**config.mk**
```make
export PLATFORM = sky130hd
export DESIGN_NAME = uef_error_flags
export DESIGN_NICKNAME = d
export VERILOG_FILES = /design/src/verilog/uef_pkg.sv /design/src/verilog/uef_error_flags.sv /design/src/verilog/uef_bit_timer.sv /design/src/verilog/uef_turnaround.sv
export SDC_FILE = /design/constraint.sdc
export NUM_CORES = 1
export LEC_CHECK = 0
export BUFFER_PORTS_ARGS = -buffer_cell sky130_fd_sc_hd__buf_4
export CAP_MARGIN = 20
export CORE_MARGIN = 3
export CORE_UTILIZATION = 48
export CTS_CLUSTER_DIAMETER = 30
export DETAILED_ROUTE_END_ITERATION = 7
export GPL_TIMING_DRIVEN = 0
export PLACE_DENSITY = 0.91
export SLEW_MARGIN = 20
export SYNTH_ARGS = -nofsm -noshare
export SYNTH_HDL_FRONTEND = slang
export SYNTH_HIERARCHICAL = 1
export SYNTH_SLANG_ARGS = --single-unit
```
**constraint.sdc**
```tcl
create_clock -name clk -period 2 [get_ports clk]
set_input_delay 0.4 -clock clk [delete_from_list [all_inputs] [get_ports clk]]
set_output_delay 0.4 -clock clk [all_outputs]
set_load 0.01 [all_outputs]
```
**src/verilog/uef_pkg.sv**
```systemverilog
// Constants, types and register map of the USB error status flag block.
// Assumes one 125 MHz clock and a simple strobe register port.
// Function
// RULE1: Bit stuffing violation discards packet, sets flag bit 7.
// RULE2: Invalid descriptor table base or buffer address sets flag bit 6.
// RULE3: Any USB DMA path error sets flag bit 5.
// RULE4: Late memory bus grant causing overflow or underflow sets bit 5.
// RULE5: Received packet truncated by too small buffer sets bit 5.
// RULE6: Missing response in time sets turnaround time-out flag bit 4.
// RULE7: Time-out declared after more than 16 idle bit-times since last end-of-packet.
// RULE8: Data field not a whole number of bytes sets flag bit 3.
// RULE9: Data packet with failed CRC16 is rejected, sets flag bit 2.
// RULE10: Host mode, busy when frame countdown hits zero sets end-of-frame flag.
// RULE11: Hardware sets flags; writing one clears, writing zero leaves unchanged.
// RULE12: Bits 31 to 8 of the flag register read as zero.
// RULE13: Bit 1 token check or end-of-frame by mode, bit 0 packet id; reset zero.
package uef_pkg;

   // ----------------------------------------
   // Register map
   // ----------------------------------------
   localparam logic [7:0] UEF_ADDR_FLAGS = 8'h00;
   localparam logic [7:0] UEF_ADDR_MASK = 8'h04;
   localparam logic [7:0] UEF_ADDR_IRQ_STAT = 8'h08;
   localparam logic [7:0] UEF_ADDR_IRQ_MASK = 8'h0c;
   localparam logic [7:0] UEF_ADDR_CTRL = 8'h10;

   // ----------------------------------------
   // Field positions and reset values
   // ----------------------------------------
   localparam int UEF_BIT_STUFF = 7;
   localparam int UEF_BIT_ADDR = 6;
   localparam int UEF_BIT_DMA = 5;
   localparam int UEF_BIT_TOUT = 4;
   localparam int UEF_BIT_DFN = 3;
   localparam int UEF_BIT_CRC16 = 2;
   localparam int UEF_BIT_TOKEOF = 1;
   localparam int UEF_BIT_PID = 0;
   localparam int UEF_NFLAGS = 8;
   localparam int UEF_CTRL_HOST = 0;
   localparam logic [7:0] UEF_FLAGS_RST = 8'h00;
   localparam logic [7:0] UEF_MASK_RST = 8'h00;
   localparam logic [1:0] UEF_IRQ_RST = 2'h0;
   localparam logic [31:0] UEF_RD_UNMAPPED = 32'h0000_0000;

   // ----------------------------------------
   // Timing
   // ----------------------------------------
   localparam int UEF_CLK_MHZ = 125;
   localparam int UEF_BIT_NS_X10 = 833;
   localparam int UEF_BIT_CYC = (UEF_BIT_NS_X10 * UEF_CLK_MHZ + 9999) / 10000;
   localparam logic [3:0] UEF_BIT_CYC_M1 = 4'(UEF_BIT_CYC - 1);
   localparam logic [4:0] UEF_TOUT_BITS = 5'h10;

   // ----------------------------------------
   // Types
   // ----------------------------------------
   typedef struct packed {
      logic bit_stuff_err;
      logic bad_table_base;
      logic bad_buffer_addr;
      logic dma_fault;
      logic dma_late_grant;
      logic rx_truncated;
      logic eop_seen;
      logic expect_resp;
      logic resp_start;
      logic dfn_err;
      logic crc16_err;
      logic token_crc5_err;
      logic xfer_active;
      logic sof_zero;
      logic pid_err;
   } uef_event_t;

   typedef enum logic [1:0] {
      UEF_TO_IDLE = 2'b00,
      UEF_TO_WAIT = 2'b01,
      UEF_TO_FIRED = 2'b10
   } uef_to_state_t;

endpackage

```
**src/verilog/uef_error_flags.sv**
```systemverilog
// USB error status flags with write-one-to-clear register port and interrupt.
// Assumes event inputs are one-cycle pulses or levels synchronous to clk.
`timescale 1ns/1ps
module uef_error_flags
   import uef_pkg::*;
(
   input wire logic clk,
   input wire logic sys_rst,
   input wire logic [7:0] reg_addr,
   input wire logic [31:0] reg_wdata,
   input wire logic reg_wr,
   input wire logic reg_rd,
   output logic [31:0] reg_rdata,
   input wire uef_event_t evt,
   output logic packet_discard,
   output logic host_mode,
   output logic irq
);

   // ----------------------------------------
   // Event decode
   // ----------------------------------------
   logic [UEF_NFLAGS-1:0] set_vec;
   logic [UEF_NFLAGS-1:0] clr_vec;
   logic [UEF_NFLAGS-1:0] flags_r;
   logic [UEF_NFLAGS-1:0] mask_r;
   logic [1:0] irq_stat_r;
   logic [1:0] irq_mask_r;
   logic host_r;
   logic bit_tick;
   logic timeout;
   logic eof_hit;
   logic err_any;

   uef_bit_timer u_bit_timer (
      .clk(clk),
      .sys_rst(sys_rst),
      .restart(evt.eop_seen),
      .bit_tick(bit_tick)
   );

   uef_turnaround u_turnaround (
      .clk(clk),
      .sys_rst(sys_rst),
      .eop_seen(evt.eop_seen),
      .expect_resp(evt.expect_resp),
      .resp_start(evt.resp_start),
      .bit_tick(bit_tick),
      .timeout(timeout)
   );

   assign eof_hit = host_r && evt.xfer_active && evt.sof_zero; // RULE10

   always_comb begin
      set_vec = '0;
      set_vec[UEF_BIT_STUFF] = evt.bit_stuff_err; // RULE1
      set_vec[UEF_BIT_ADDR] = evt.bad_table_base | evt.bad_buffer_addr; // RULE2
      set_vec[UEF_BIT_DMA] = evt.dma_fault // RULE3
         | evt.dma_late_grant // RULE4
         | evt.rx_truncated; // RULE5
      set_vec[UEF_BIT_TOUT] = timeout; // RULE6
      set_vec[UEF_BIT_DFN] = evt.dfn_err; // RULE8
      set_vec[UEF_BIT_CRC16] = evt.crc16_err; // RULE9
      // Shared bit: token check in device mode, frame overrun in host mode
      set_vec[UEF_BIT_TOKEOF] = host_r ? eof_hit : evt.token_crc5_err; // RULE13
      set_vec[UEF_BIT_PID] = evt.pid_err; // RULE13
   end

   assign clr_vec = (reg_wr && reg_addr == UEF_ADDR_FLAGS) ?
      reg_wdata[UEF_NFLAGS-1:0] : '0; // RULE11
   assign err_any = |set_vec;

   // ----------------------------------------
   // Flag bits, set wins over clear
   // ----------------------------------------
   genvar gi;
   generate
      for (gi = 0; gi < UEF_NFLAGS; gi = gi + 1) begin : g_flag
         always_ff @(posedge clk or posedge sys_rst) begin
            if (sys_rst) begin
               flags_r[gi] <= UEF_FLAGS_RST[gi]; // RULE13
            end else if (set_vec[gi]) begin
               flags_r[gi] <= 1'b1; // RULE11
            end else if (clr_vec[gi]) begin
               flags_r[gi] <= 1'b0; // RULE11
            end
         end
      end
   endgenerate

   // ----------------------------------------
   // Packet rejection strobe
   // ----------------------------------------
   always_ff @(posedge clk or posedge sys_rst) begin
      if (sys_rst) begin
         packet_discard <= 1'b0;
      end else begin
         packet_discard <= evt.bit_stuff_err | evt.crc16_err; // RULE1 RULE9
      end
   end

   // ----------------------------------------
   // Control and masks
   // ----------------------------------------
   always_ff @(posedge clk or posedge sys_rst) begin
      if (sys_rst) begin
         mask_r <= UEF_MASK_RST;
         irq_mask_r <= UEF_IRQ_RST;
         host_r <= 1'b0;
      end else if (reg_wr) begin
         if (reg_addr == UEF_ADDR_MASK) begin
            mask_r <= reg_wdata[UEF_NFLAGS-1:0];
         end
         if (reg_addr == UEF_ADDR_IRQ_MASK) begin
            irq_mask_r <= reg_wdata[1:0];
         end
         if (reg_addr == UEF_ADDR_CTRL) begin
            host_r <= reg_wdata[UEF_CTRL_HOST];
         end
      end
   end

   assign host_mode = host_r;

   // ----------------------------------------
   // Interrupt status: bit 0 any error, bit 1 time-out
   // ----------------------------------------
   always_ff @(posedge clk or posedge sys_rst) begin
      if (sys_rst) begin
         irq_stat_r <= UEF_IRQ_RST;
      end else begin
         irq_stat_r[0] <= err_any | (irq_stat_r[0] &
            ~(reg_wr && reg_addr == UEF_ADDR_IRQ_STAT && reg_wdata[0]));
         irq_stat_r[1] <= timeout | (irq_stat_r[1] &
            ~(reg_wr && reg_addr == UEF_ADDR_IRQ_STAT && reg_wdata[1]));
      end
   end

   always_ff @(posedge clk or posedge sys_rst) begin
      if (sys_rst) begin
         irq <= 1'b0;
      end else begin
         irq <= (|(flags_r & mask_r)) | (|(irq_stat_r & irq_mask_r));
      end
   end

   // ----------------------------------------
   // Read port
   // ----------------------------------------
   always_ff @(posedge clk or posedge sys_rst) begin
      if (sys_rst) begin
         reg_rdata <= UEF_RD_UNMAPPED;
      end else if (reg_rd) begin
         case (reg_addr)
            UEF_ADDR_FLAGS: reg_rdata <= {24'h000000, flags_r}; // RULE12
            UEF_ADDR_MASK: reg_rdata <= {24'h000000, mask_r};
            UEF_ADDR_IRQ_STAT: reg_rdata <= {30'h00000000, irq_stat_r};
            UEF_ADDR_IRQ_MASK: reg_rdata <= {30'h00000000, irq_mask_r};
            UEF_ADDR_CTRL: reg_rdata <= {31'h00000000, host_r};
            default: reg_rdata <= UEF_RD_UNMAPPED;
         endcase
      end else begin
         reg_rdata <= UEF_RD_UNMAPPED;
      end
   end

endmodule

```
**src/verilog/uef_bit_timer.sv**
```systemverilog
// Bit-time enable divider for the full-speed link.
// Assumes the 125 MHz system clock.
`timescale 1ns/1ps
module uef_bit_timer
   import uef_pkg::*;
(
   input wire logic clk,
   input wire logic sys_rst,
   input wire logic restart,
   output logic bit_tick
);

   logic [3:0] div_r;

   always_ff @(posedge clk or posedge sys_rst) begin
      if (sys_rst) begin
         div_r <= 4'h0;
         bit_tick <= 1'b0;
      end else if (restart) begin
         div_r <= 4'h0;
         bit_tick <= 1'b0;
      end else if (div_r == UEF_BIT_CYC_M1) begin
         div_r <= 4'h0;
         bit_tick <= 1'b1;
      end else begin
         div_r <= div_r + 4'h1;
         bit_tick <= 1'b0;
      end
   end

endmodule

```
**src/verilog/uef_turnaround.sv**
```systemverilog
// Bus turnaround time-out watcher.
// Assumes bit_tick pulses once per full-speed bit time.
`timescale 1ns/1ps
module uef_turnaround
   import uef_pkg::*;
(
   input wire logic clk,
   input wire logic sys_rst,
   input wire logic eop_seen,
   input wire logic expect_resp,
   input wire logic resp_start,
   input wire logic bit_tick,
   output logic timeout
);

   uef_to_state_t state_r;
   logic [4:0] idle_bits_r;

   // Counts idle bit-times since the last end-of-packet
   always_ff @(posedge clk or posedge sys_rst) begin
      if (sys_rst) begin
         state_r <= UEF_TO_IDLE;
         idle_bits_r <= 5'h00;
         timeout <= 1'b0;
      end else begin
         timeout <= 1'b0;
         case (state_r)
            UEF_TO_IDLE: begin
               if (eop_seen && expect_resp) begin
                  state_r <= UEF_TO_WAIT;
                  idle_bits_r <= 5'h00;
               end
            end
            UEF_TO_WAIT: begin
               if (resp_start) begin
                  state_r <= UEF_TO_IDLE;
               end else if (eop_seen) begin
                  idle_bits_r <= 5'h00; // RULE7
               end else if (bit_tick) begin
                  if (idle_bits_r == UEF_TOUT_BITS) begin
                     state_r <= UEF_TO_FIRED; // RULE7
                     timeout <= 1'b1; // RULE6
                  end else begin
                     idle_bits_r <= idle_bits_r + 5'h01;
                  end
               end
            end
            UEF_TO_FIRED: begin
               state_r <= UEF_TO_IDLE;
            end
            default: begin
               state_r <= UEF_TO_IDLE;
            end
         endcase
      end
   end

endmodule

```
==> metrics.md, run 1 <==
| Metric | Value |
|---|---|
| Final HPWL DP | `4050 um` |
| Synth cell types | `48` |
| Worst EP required | `2210 ps` |
| Clock latency on the worst-skew pair | `300 ps` |
| Gate power share | `15.4%` |
| Power Dens Cells | `593 mW/mm2` |
| Initial antenna violation count | `0` |
| Die Ht | `76.0 um` |
| Layout Nets | `358` |
| Max Slew Vio Count | `0` |
| Worst-path clk slew | `80 ps` |
| CTS Hold Bufs | `0` |
| Layout cells sized above 1 | `33.9%` |
| Core box area | `0.00453 mm2` |
| Yosys warns | `6` |
| RePlAce Congestion | `0.871` |
| Top_reg_cell synth | `dfrtp_1` |
| Number of CTS-inserted buffers | `5` |
| CTS H-Tree Depth | `2` |
| Min Hold Slack | `5.15 ps` |
| Starting DRT DRC Count | `123` |
| Vias | `1,887` |
| Outcome | `complete, no violations` |
| # Post-CTS Setup Buffers | `0` |
| Critical path class | `register to register` |
| Slowest CP cell | `nor4bb_1` |
| Starting Density | `51.9%` |
| First-pass GRT wire length | `8440 um` |
| Drt wl/cell | `14.3 um` |
| Final wirelength | `5160 um` |
| Clock period minus worst slack | `1790 ps` |
| Tcrit/Tclk final | `89.4%` |
| Final core occ | `65.0%` |
| Relative slew slack | `51.7%` |
| Fmax | `0.560 GHz` |
| Tot GR Track Use | `18.0%` |
| Die area | `0.00578 mm2` |
| Worst path max stage delay | `650 ps` |
| Least-Margin Pin Slew | `715 ps` |
| Number of port buffers | `44` |
| Asr flop ratio synth | `100%` |
| Placement Rows | `24` |
| Gates resized, CTS repair | `0` |
| LEAKAGE | `1.44 nW` |
| Number of global-route vias before repair | `1,896` |
| Crit path DAT | `1990 ps` |
| DR DRC count | `0` |
| Post-synth top area share | `46.8%` |
| Fin. Hold Viols | `0` |
| Startpoint Class | `register` |
| Sw Ratio | `26.1%` |
| Power Internal | `1.29 mW` |
| Clock sink count | `44` |
| Largest net degree at the start of global routing | `19` |
| TNS Setup | `0 ps` |
| Gr ovfl total | `0` |
| Seq pwr share | `53.7%` |
| P_sw | `0.456 mW` |
| Worst vdd ir | `0.000431 V` |
| CTS tree | `yes` |
| Mean area per synthesized cell | `10.7 um2` |
| DRT antenna net count | `0` |
| Max-capacitance violation count | `0` |
| RSZ-0062 raised after global routing | `no` |
| DRT Pass-1 Iters | `4` |
| Worst-path fanout max | `4` |
| Area growth, synth to finish | `25.2%` |
| Setup WS post-layout | `213 ps` |
| Drt via density | `5.24` |
| Root buffer cell | `clkbuf_8` |
| Count of final setup violators | `0` |
| Largest cells by area after synthesis | `dfrtp_1 (47%), buf_4 (8.0%), mux2_2 (5.7%)` |
| Setup WS pre-CTS | `292 ps` |
| Clock share of power | `30.9%` |
| Die Wd | `76.0 um` |
| Post-synth EDFFs | `0` |
| Largest area contributor in the netlist | `dfrtp_1` |
| Crit-path cells | `inv_1 -> ha_1 -> nor4bb_1 -> nand3_1 -> nor3_1` |
| Max Root-Sink Buffers | `2` |
| Seq/Total Area, Yosys | `46.8%` |
| Worst hold path type | `input port to async pin` |
| Synth Instances | `220` |
| Skew final | `7.70 ps` |
| I/O Pins | `94` |
| Mapped Area | `0.00235 mm2` |
| ANT cells | `0` |
| Synth Register Bits | `44` |
| Critical Path End Type | `register` |
==> cell type report <==
cell class	instances	area (um2)
Multi-Input combinational cell	153	1060
Fill cell	376	1590
Timing Repair Buffer	45	345
Clock buffer	5	68.8
Clock inverter	2	12.5
Tap cell	65	81.3
Inverter	17	63.8
Sequential cell	44	1100
Buffer	29	213
==> Yosys cell counts, types with 6 or more instances <==
cell type / n
a31oi_1: 13
nand4_1: 7
nor2_1: 18
mux2_2: 12
nor3_1: 6
dfrtp_1: 44
nand3_1: 6
buf_4: 25
mux2i_1: 8
inv_1: 17
==> worst max-delay path, delay by kind of cell, from the launching register on <==
family,cells,cell delay [ps]
adder cells (fa/ha/maj),1,160
buffers and inverters,1,100
flip-flops,1,420
AND/OR/NAND/NOR,3,1020
==> power groups by stage <==
| stage | Combinational (mW) | Sequential [mW] | Clock [mW] |
|---|---|---|---|
| after floorplan | 0.156 | 0.953 | 0 |
| after global placement | 0.258 | 0.952 | 0 |
| after detailed placement | 0.268 | 0.954 | 0 |
| after CTS | 0.269 | 0.937 | 0.541 |
| after global routing | 0.295 | 0.941 | 0.585 |
| final | 0.270 | 0.938 | 0.540 |
==> worst paths after layout <==
path / endpoint / cells after the start / slack (ps) / from
setup / recovery: u_turnaround/timeout / 5 / 210 / u_turnaround/idle_bits_r[1]
hold / removal: u_bit_timer/bit_tick / 2 / 5 / sys_rst
setup reg to reg: u_turnaround/timeout / 5 / 210 / u_turnaround/idle_bits_r[1]
hold reg to reg: irq_stat_r[1] / 1 / 520 / irq_stat_r[1]
max in group asynchronous: mask_r[5] / 3 / 1310 / sys_rst
min in group clk: flags_r[4] / 2 / 270 / reg_wdata[4]
==> through the flow <==
step | total power [mW] | area, um2 | std cells
2_1_floorplan | 1.11 | 2440 | 243
5_1_grt | 1.82 | 2950 | 360
3_3_place_gp | 1.21 | 2850 | 352
6_report | 1.75 | 2950 | 360
3_5_place_dp | 1.22 | 2870 | 353
4_1_cts | 1.75 | 2950 | 360
==> logic make-up (layout without fill, tap and decap cells) <==
logic type,Yosys count,after routing,synth area share (%)
and+or+nand+nor,71,71,19.5
AOI/OAI and AO/OA,33,33,9.62
buffers and inverters,46,98,11.7
adders and majority gates,4,4,2.13
other,1,24,0.159
muxes,21,21,10.1
DFF,44,44,46.8
==> layout by cell type, fill, tap and decap left out, types with 3 or more instances in the layout <==
cell	instances
a31oi_1	13
nor3_1	6
nand2_1	4
nand4_1	7
o211ai_1	4
a21oi_1	3
mux2_2	12
inv_1	17
clkbuf_8	5
conb_1	24
or3_1	4
a22oi_1	3
ha_1	4
nor2_1	18
nor2b_1	3
dfrtp_1	44
buf_4	69
nand3_1	6
mux2i_1	8
==> layer usage <==
layer	wire length, um	vias up	track usage [%]
met4	99	0	6.88
met2	2730	81	33.3
met5	0	-	0
li1	-	897	-
met3	350	14	4.73
met1	1970	895	19.5
==> registers in the layout (all words and copies together) (netlist names) <==
name                      count
packet_discard                1
u_turnaround/state_r          2
u_bit_timer/bit_tick          1
u_bit_timer/div_r             4
irq_stat_r                    2
reg_rdata                     8
u_turnaround/idle_bits_r      5
mask_r                        8
irq                           1
flags_r                       8
irq_mask_r                    2
u_turnaround/timeout          1
host_mode                     1
Note: power is estimated with default switching activity, not from simulation.
==> run 2: changes to the inputs <==
Settings changed: PLACE_DENSITY 0.91 to 0.82.
==> metrics.md, run 2 (synthesis gave the netlist of run 1 again) <==
| Metric | Value |
|---|---|
| Min Hold Slack | `27.9 ps (+22.7 ps)` |
| Worst EP required | `2210 ps (about the same)` |
| CTS H-Tree Depth | `2 (unchanged)` |
| Placement Rows | `24 (unchanged)` |
| Fin. Hold Viols | `0 (unchanged)` |
| DRT Pass-1 Iters | `4 (unchanged)` |
| DR DRC count | `0 (unchanged)` |
| Least-Margin Pin Slew | `686 ps (-29.1 ps)` |
| Tcrit/Tclk final | `85.6% (-3.8 points)` |
| Setup WS pre-CTS | `316 ps (+24.3 ps)` |
| Most frequent cells in the layout | `buf_4 (69), dfrtp_1 (44), conb_1 (24), nor2_1 (18), inv_1 (16)` |
| Worst hold path type | `input port to async pin` |
| Core box area | `0.00453 mm2 (unchanged)` |
| Number of global-route vias before repair | `1,807 (-4.7%)` |
| Clock period minus worst slack | `1710 ps (-75.7 ps)` |
| Die area | `0.00578 mm2 (unchanged)` |
| Dpl cells | `352 (-0.28%)` |
| First-pass GRT wire length | `8240 um (-2.4%)` |
| Most common cell after layout, fill and taps aside | `buf_4` |
| Worst r2r src | `u_turnaround/idle_bits_r[1]` |
| Worst path max stage delay | `620 ps (-30 ps)` |
| LEAKAGE | `1.43 nW (-0.59%)` |
| I/O Pins | `94 (unchanged)` |
| Layout Nets | `357 (-0.28%)` |
| Worst vdd ir | `0.000519 V (+21%)` |
| CTS Hold Bufs | `0 (unchanged)` |
| Fin cells | `359 (-0.28%)` |
| Reg2reg setup slack | `290 ps (+80 ps)` |
| Startpoint Class | `register` |
| Starting DRT DRC Count | `85 (-31%)` |
| Largest net degree at the start of global routing | `32 (+13)` |
| Clock latency on the worst-skew pair | `300 ps (about the same)` |
| Tot GR Track Use | `17.4% (-0.57 points)` |
| Final wirelength | `4780 um (-7.4%)` |
| Crit path DAT | `1920 ps (-70 ps)` |
| RSZ-0062 raised after global routing | `no` |
| Layout cells sized above 1 | `34.0% (+0.12 points)` |
| Gr ovfl total | `0 (unchanged)` |
| Skew final | `15.8 ps (+8.06 ps)` |
| Top Registers | `flags_r (8), mask_r (8), reg_rdata (8)` |
| # Post-CTS Setup Buffers | `0 (unchanged)` |
| Worst-path clk slew | `70 ps (about the same)` |
| Worst-path fanout max | `4 (unchanged)` |
| Final HPWL DP | `3750 um (-7.4%)` |
| Setup WS post-layout | `289 ps (+75.7 ps)` |
| Area growth, synth to finish | `24.6%` |
| Die Ht | `76.0 um (unchanged)` |
| Worst R2R End | `u_turnaround/idle_bits_r[0]` |
| TNS Setup | `0 ps (unchanged)` |
| Max Root-Sink Buffers | `2 (unchanged)` |
| Outcome | `complete, no violations` |
| Critical Path End Type | `register` |
| Fmax | `0.584 GHz (+4.4%)` |
| Starting Density | `51.9% (unchanged)` |
| Power Dens Cells | `589 mW/mm2 (-0.69%)` |
| Number of port buffers | `44 (unchanged)` |
| Reg2Reg Depth | `5 (unchanged)` |
| Max-capacitance violation count | `0 (unchanged)` |
| Root buffer cell | `clkbuf_8` |
| Crit path launch | `u_turnaround/idle_bits_r[1]` |
| Initial antenna violation count | `0 (unchanged)` |
| Worst setup path endpoint | `u_turnaround/idle_bits_r[0]` |
| Number of CTS-inserted buffers | `5 (unchanged)` |
| Die Wd | `76.0 um (unchanged)` |
| Count of final setup violators | `0 (unchanged)` |
| Critical path class | `register to register` |
| Relative slew slack | `53.6% (+2.0 points)` |
| DRT antenna net count | `0 (unchanged)` |
| Drt via density | `5.03 (-4.0%)` |
| RePlAce Congestion | `0.790 (-9.4%)` |
| Max Slew Vio Count | `0 (unchanged)` |
| Slowest CP cell | `nor4bb_1` |
| CTS tree | `yes` |
| Crit-path cells | `inv_1 -> ha_1 -> nor4bb_1 -> o21ai_0 -> a31oi_1` |
| Gates resized, CTS repair | `0 (unchanged)` |
| Clock sink count | `44 (unchanged)` |
| Vias | `1,807 (-4.2%)` |
| Drt wl/cell | `13.3 um (-7.1%)` |
| ANT cells | `0 (unchanged)` |
run 2: changes by cell type in the layout (fill, tap and decap cells not counted):
| cell | previous run | this run |
|---|---|---|
| inv_2 | 0 | 1 |
| buf_8 | 1 | 0 |
| inv_1 | 17 | 16 |
run 2: routing by layer:
metal  global-route usage, %  up-vias  part of all wire (%)
met5                       0        -                     0
li1                        -      894                     -
met3                    4.49       11                   5.5
met2                    30.9       48                    53
met1                    20.0      854                    40
met4                    6.88        0                   1.7
run 2: worst min-delay path by stage:
stage	to	slack [ps]	depth (start not counted)
finish	u_bit_timer/div_r[0]	30	2
global route	u_bit_timer/div_r[3]	30	2
CTS	u_bit_timer/div_r[3]	20	2
detailed placement	u_bit_timer/bit_tick	340	2
global placement	u_bit_timer/div_r[3]	330	2
floorplan	u_bit_timer/bit_tick	180	1
run 2: final cells by class:
type | count | area (um2)
Fill cell | 359 | 1600
Sequential cell | 44 | 1100
Multi-Input combinational cell | 153 | 1060
Timing Repair Buffer | 44 | 330
Buffer | 29 | 213
Tap cell | 65 | 81.3
Clock buffer | 5 | 68.8
Inverter | 17 | 63.8
Clock inverter | 2 | 12.5
run 2: worst max-delay path, delay by kind of cell (launching register included):
| family | cells | cell delay, ps |
|---|---|---|
| and+or+nand+nor | 1 | 620 |
| buffers and inverters | 1 | 90 |
| DFF | 1 | 420 |
| AOI/OAI and AO/OA | 2 | 350 |
| adders and majority gates | 1 | 150 |
run 2: per-stage QoR:
step                      power [mW]  cell area, um2  util, %
final                           1.73            2930     64.7
after global placement          1.21            2850     62.9
after detailed placement        1.22            2850     62.9
after CTS                       1.74            2930     64.7
after global routing            1.82            2930     64.7
after floorplan                 1.11            2440        -
run 2: power breakdown:
part           switching [mW]  internal, mW
clock                   0.288         0.237
combinational           0.128         0.137
sequential             0.0218         0.915
total                   0.438          1.29
==> run 3: changes to the inputs <==
Settings changed: CAP_MARGIN 20 to unset, PLACE_DENSITY 0.82 to 0.79.
==> metrics.md, run 3 (synthesis gave the netlist of run 1 again) <==
| Metric | Value |
|---|---|
| Outcome | `complete, no violations` |
| Seq pwr share | `53.8% (-0.5 points)` |
| Max-capacitance violation count | `0 (unchanged)` |
| Area growth, synth to finish | `24.6% (unchanged)` |
| RSZ-0062 raised after global routing | `no` |
| CTS tree | `yes` |
| P_sw | `0.450 mW (+2.8%)` |
| Clock share of power | `31.0% (+0.6 points)` |
| # Post-CTS Setup Buffers | `0 (unchanged)` |
| Core box area | `0.00453 mm2 (unchanged)` |
| DRT antenna net count | `0 (unchanged)` |
| Startpoint Class | `register` |
| Die Wd | `76.0 um (unchanged)` |
| Power Internal | `1.29 mW (about the same)` |
| Gates resized, CTS repair | `0 (unchanged)` |
| Max Slew Vio Count | `0 (unchanged)` |
| Worst hold path type | `input port to async pin` |
| Initial antenna violation count | `0 (unchanged)` |
| Slowest CP cell | `nor4bb_1` |
| Critical path class | `register to register` |
| Vias | `1,788 (-1.1%)` |
| Number of global-route vias before repair | `1,776 (-1.7%)` |
| Clock latency on the worst-skew pair | `300 ps (about the same)` |
| Drt wl/cell | `13.4 um (+0.42%)` |
| Worst-path clk slew | `80 ps (about the same)` |
| Tcrit/Tclk final | `86.6% (+1.0 points)` |
| Worst EP required | `2210 ps (about the same)` |
| Critical Path End Type | `register` |
| TNS Setup | `0 ps (unchanged)` |
| Min Hold Slack | `14.0 ps (-13.9 ps)` |
| Skew final | `5.42 ps (-10.3 ps)` |
| Count of final setup violators | `0 (unchanged)` |
| Worst-path fanout max | `4 (unchanged)` |
| Die area | `0.00578 mm2 (unchanged)` |
| CTS H-Tree Depth | `2 (unchanged)` |
| Number of CTS-inserted buffers | `5 (unchanged)` |
| Tot GR Track Use | `17.6% (+0.22 points)` |
| RePlAce Congestion | `0.853 (+8.1%)` |
| Top Registers | `flags_r (8), mask_r (8), reg_rdata (8)` |
| Starting DRT DRC Count | `114 (+34%)` |
| Max Root-Sink Buffers | `2 (unchanged)` |
| Drt via density | `4.98 (-1.1%)` |
| Number of port buffers | `44 (unchanged)` |
| Power Dens Cells | `593 mW/mm2 (+0.68%)` |
| Root buffer cell | `clkbuf_8` |
| I/O Pins | `94 (unchanged)` |
| Layout Nets | `357 (unchanged)` |
| Fmax | `0.577 GHz (-1.2%)` |
| DR DRC count | `0 (unchanged)` |
| Least-Margin Pin Slew | `674 ps (-11.9 ps)` |
| Sw Ratio | `25.9% (+0.53 points)` |
| Most frequent cells in the layout | `buf_4 (69), dfrtp_1 (44), conb_1 (24), nor2_1 (18), inv_1 (16)` |
| Final wirelength | `4800 um (+0.42%)` |
| Placement Rows | `24 (unchanged)` |
| Layout cells sized above 1 | `34.0% (unchanged)` |
| Worst vdd ir | `0.000381 V (-27%)` |
| Gate power share | `15.2% (about the same)` |
| Crit path DAT | `1950 ps (+30 ps)` |
| DRT Pass-1 Iters | `4 (unchanged)` |
| CTS Hold Bufs | `0 (unchanged)` |
| Worst path max stage delay | `610 ps (about the same)` |
| Crit-path cells | `inv_1 -> ha_1 -> nor4bb_1 -> o21ai_0 -> a31oi_1` |
| Clock period minus worst slack | `1730 ps (+20.4 ps)` |
| Final HPWL DP | `3670 um (-2.3%)` |
| Fin. Hold Viols | `0 (unchanged)` |
| ANT cells | `0 (unchanged)` |
| Starting Density | `51.9% (unchanged)` |
| Most common cell after layout, fill and taps aside | `buf_4` |
| Gr ovfl total | `0 (unchanged)` |
| Largest net degree at the start of global routing | `32 (unchanged)` |
| First-pass GRT wire length | `8260 um (+0.25%)` |
| LEAKAGE | `1.43 nW (unchanged)` |
| Relative slew slack | `54.4% (+0.80 points)` |
| Clock sink count | `44 (unchanged)` |
| Die Ht | `76.0 um (unchanged)` |
-- run 3: cell counts in the layout (fill, tap and decap cells not counted) --
Identical to the previous run, type by type.
-- run 3: power groups by stage --
stage	Clock, mW	Combinational (mW)	Sequential [mW]
finish	0.539	0.264	0.936
CTS	0.550	0.264	0.935
floorplan	0	0.156	0.953
global route	0.597	0.292	0.939
global placement	0	0.259	0.952
detailed placement	0	0.263	0.953
-- run 3: per-stage QoR --
| step | cell area, um2 | cells | utilization (%) | worst slack [ps] | total power [mW] |
|---|---|---|---|---|---|
| after floorplan | 2440 | 243 | - | 496 | 1.11 |
| after CTS | 2930 | 359 | 64.7 | 289 | 1.75 |
| final | 2930 | 359 | 64.7 | 268 | 1.74 |
| after global routing | 2930 | 359 | 64.7 | 111 | 1.83 |
| after global placement | 2850 | 352 | 62.9 | 348 | 1.21 |
| after detailed placement | 2850 | 352 | 62.9 | 301 | 1.22 |
-- run 3: final timing paths --
check	startpoint	to	slack, ps	cells after the start
max reg2reg	u_turnaround/idle_bits_r[1]	u_turnaround/idle_bits_r[0]	270	5
max	u_turnaround/idle_bits_r[1]	u_turnaround/idle_bits_r[0]	270	5
min reg2reg	u_bit_timer/div_r[0]	u_bit_timer/div_r[0]	510	1
min in group clk	reg_wdata[7]	flags_r[7]	280	2
min	sys_rst	u_bit_timer/div_r[2]	10	2
max in group asynchronous	sys_rst	irq_stat_r[1]	1400	2
-- run 3: worst max-delay path, delay by kind of cell (launching register included) --
family                     cells  cell delay, ps
AOI/OAI and AO/OA              2             360
adders and majority gates      1             150
buffers and inverters          1             100
DFF                            1             420
and+or+nand+nor                1             610
-- run 3: final cells by class --
type / count / area, um2
flip-flops and latches: 44 / 1100
well taps: 65 / 81.3
multi-input cells: 153 / 1060
plain buffers: 29 / 213
clock inverters: 2 / 12.5
repair buffers: 44 / 330
fillers: 369 / 1600
inverters: 17 / 63.8
clock buffers: 5 / 68.8
-- run 3: routing by layer --
layer / part of all wire (%) / wire, um / vias to the layer above / GRT usage (%)
li1: - / - / 900 / -
met1: 43 / 2070 / 833 / 21.8
met2: 50 / 2400 / 49 / 29.0
met3: 5.5 / 266 / 6 / 5.44
met4: 1.3 / 60 / 0 / 6.70
met5: 0 / 0 / - / 0
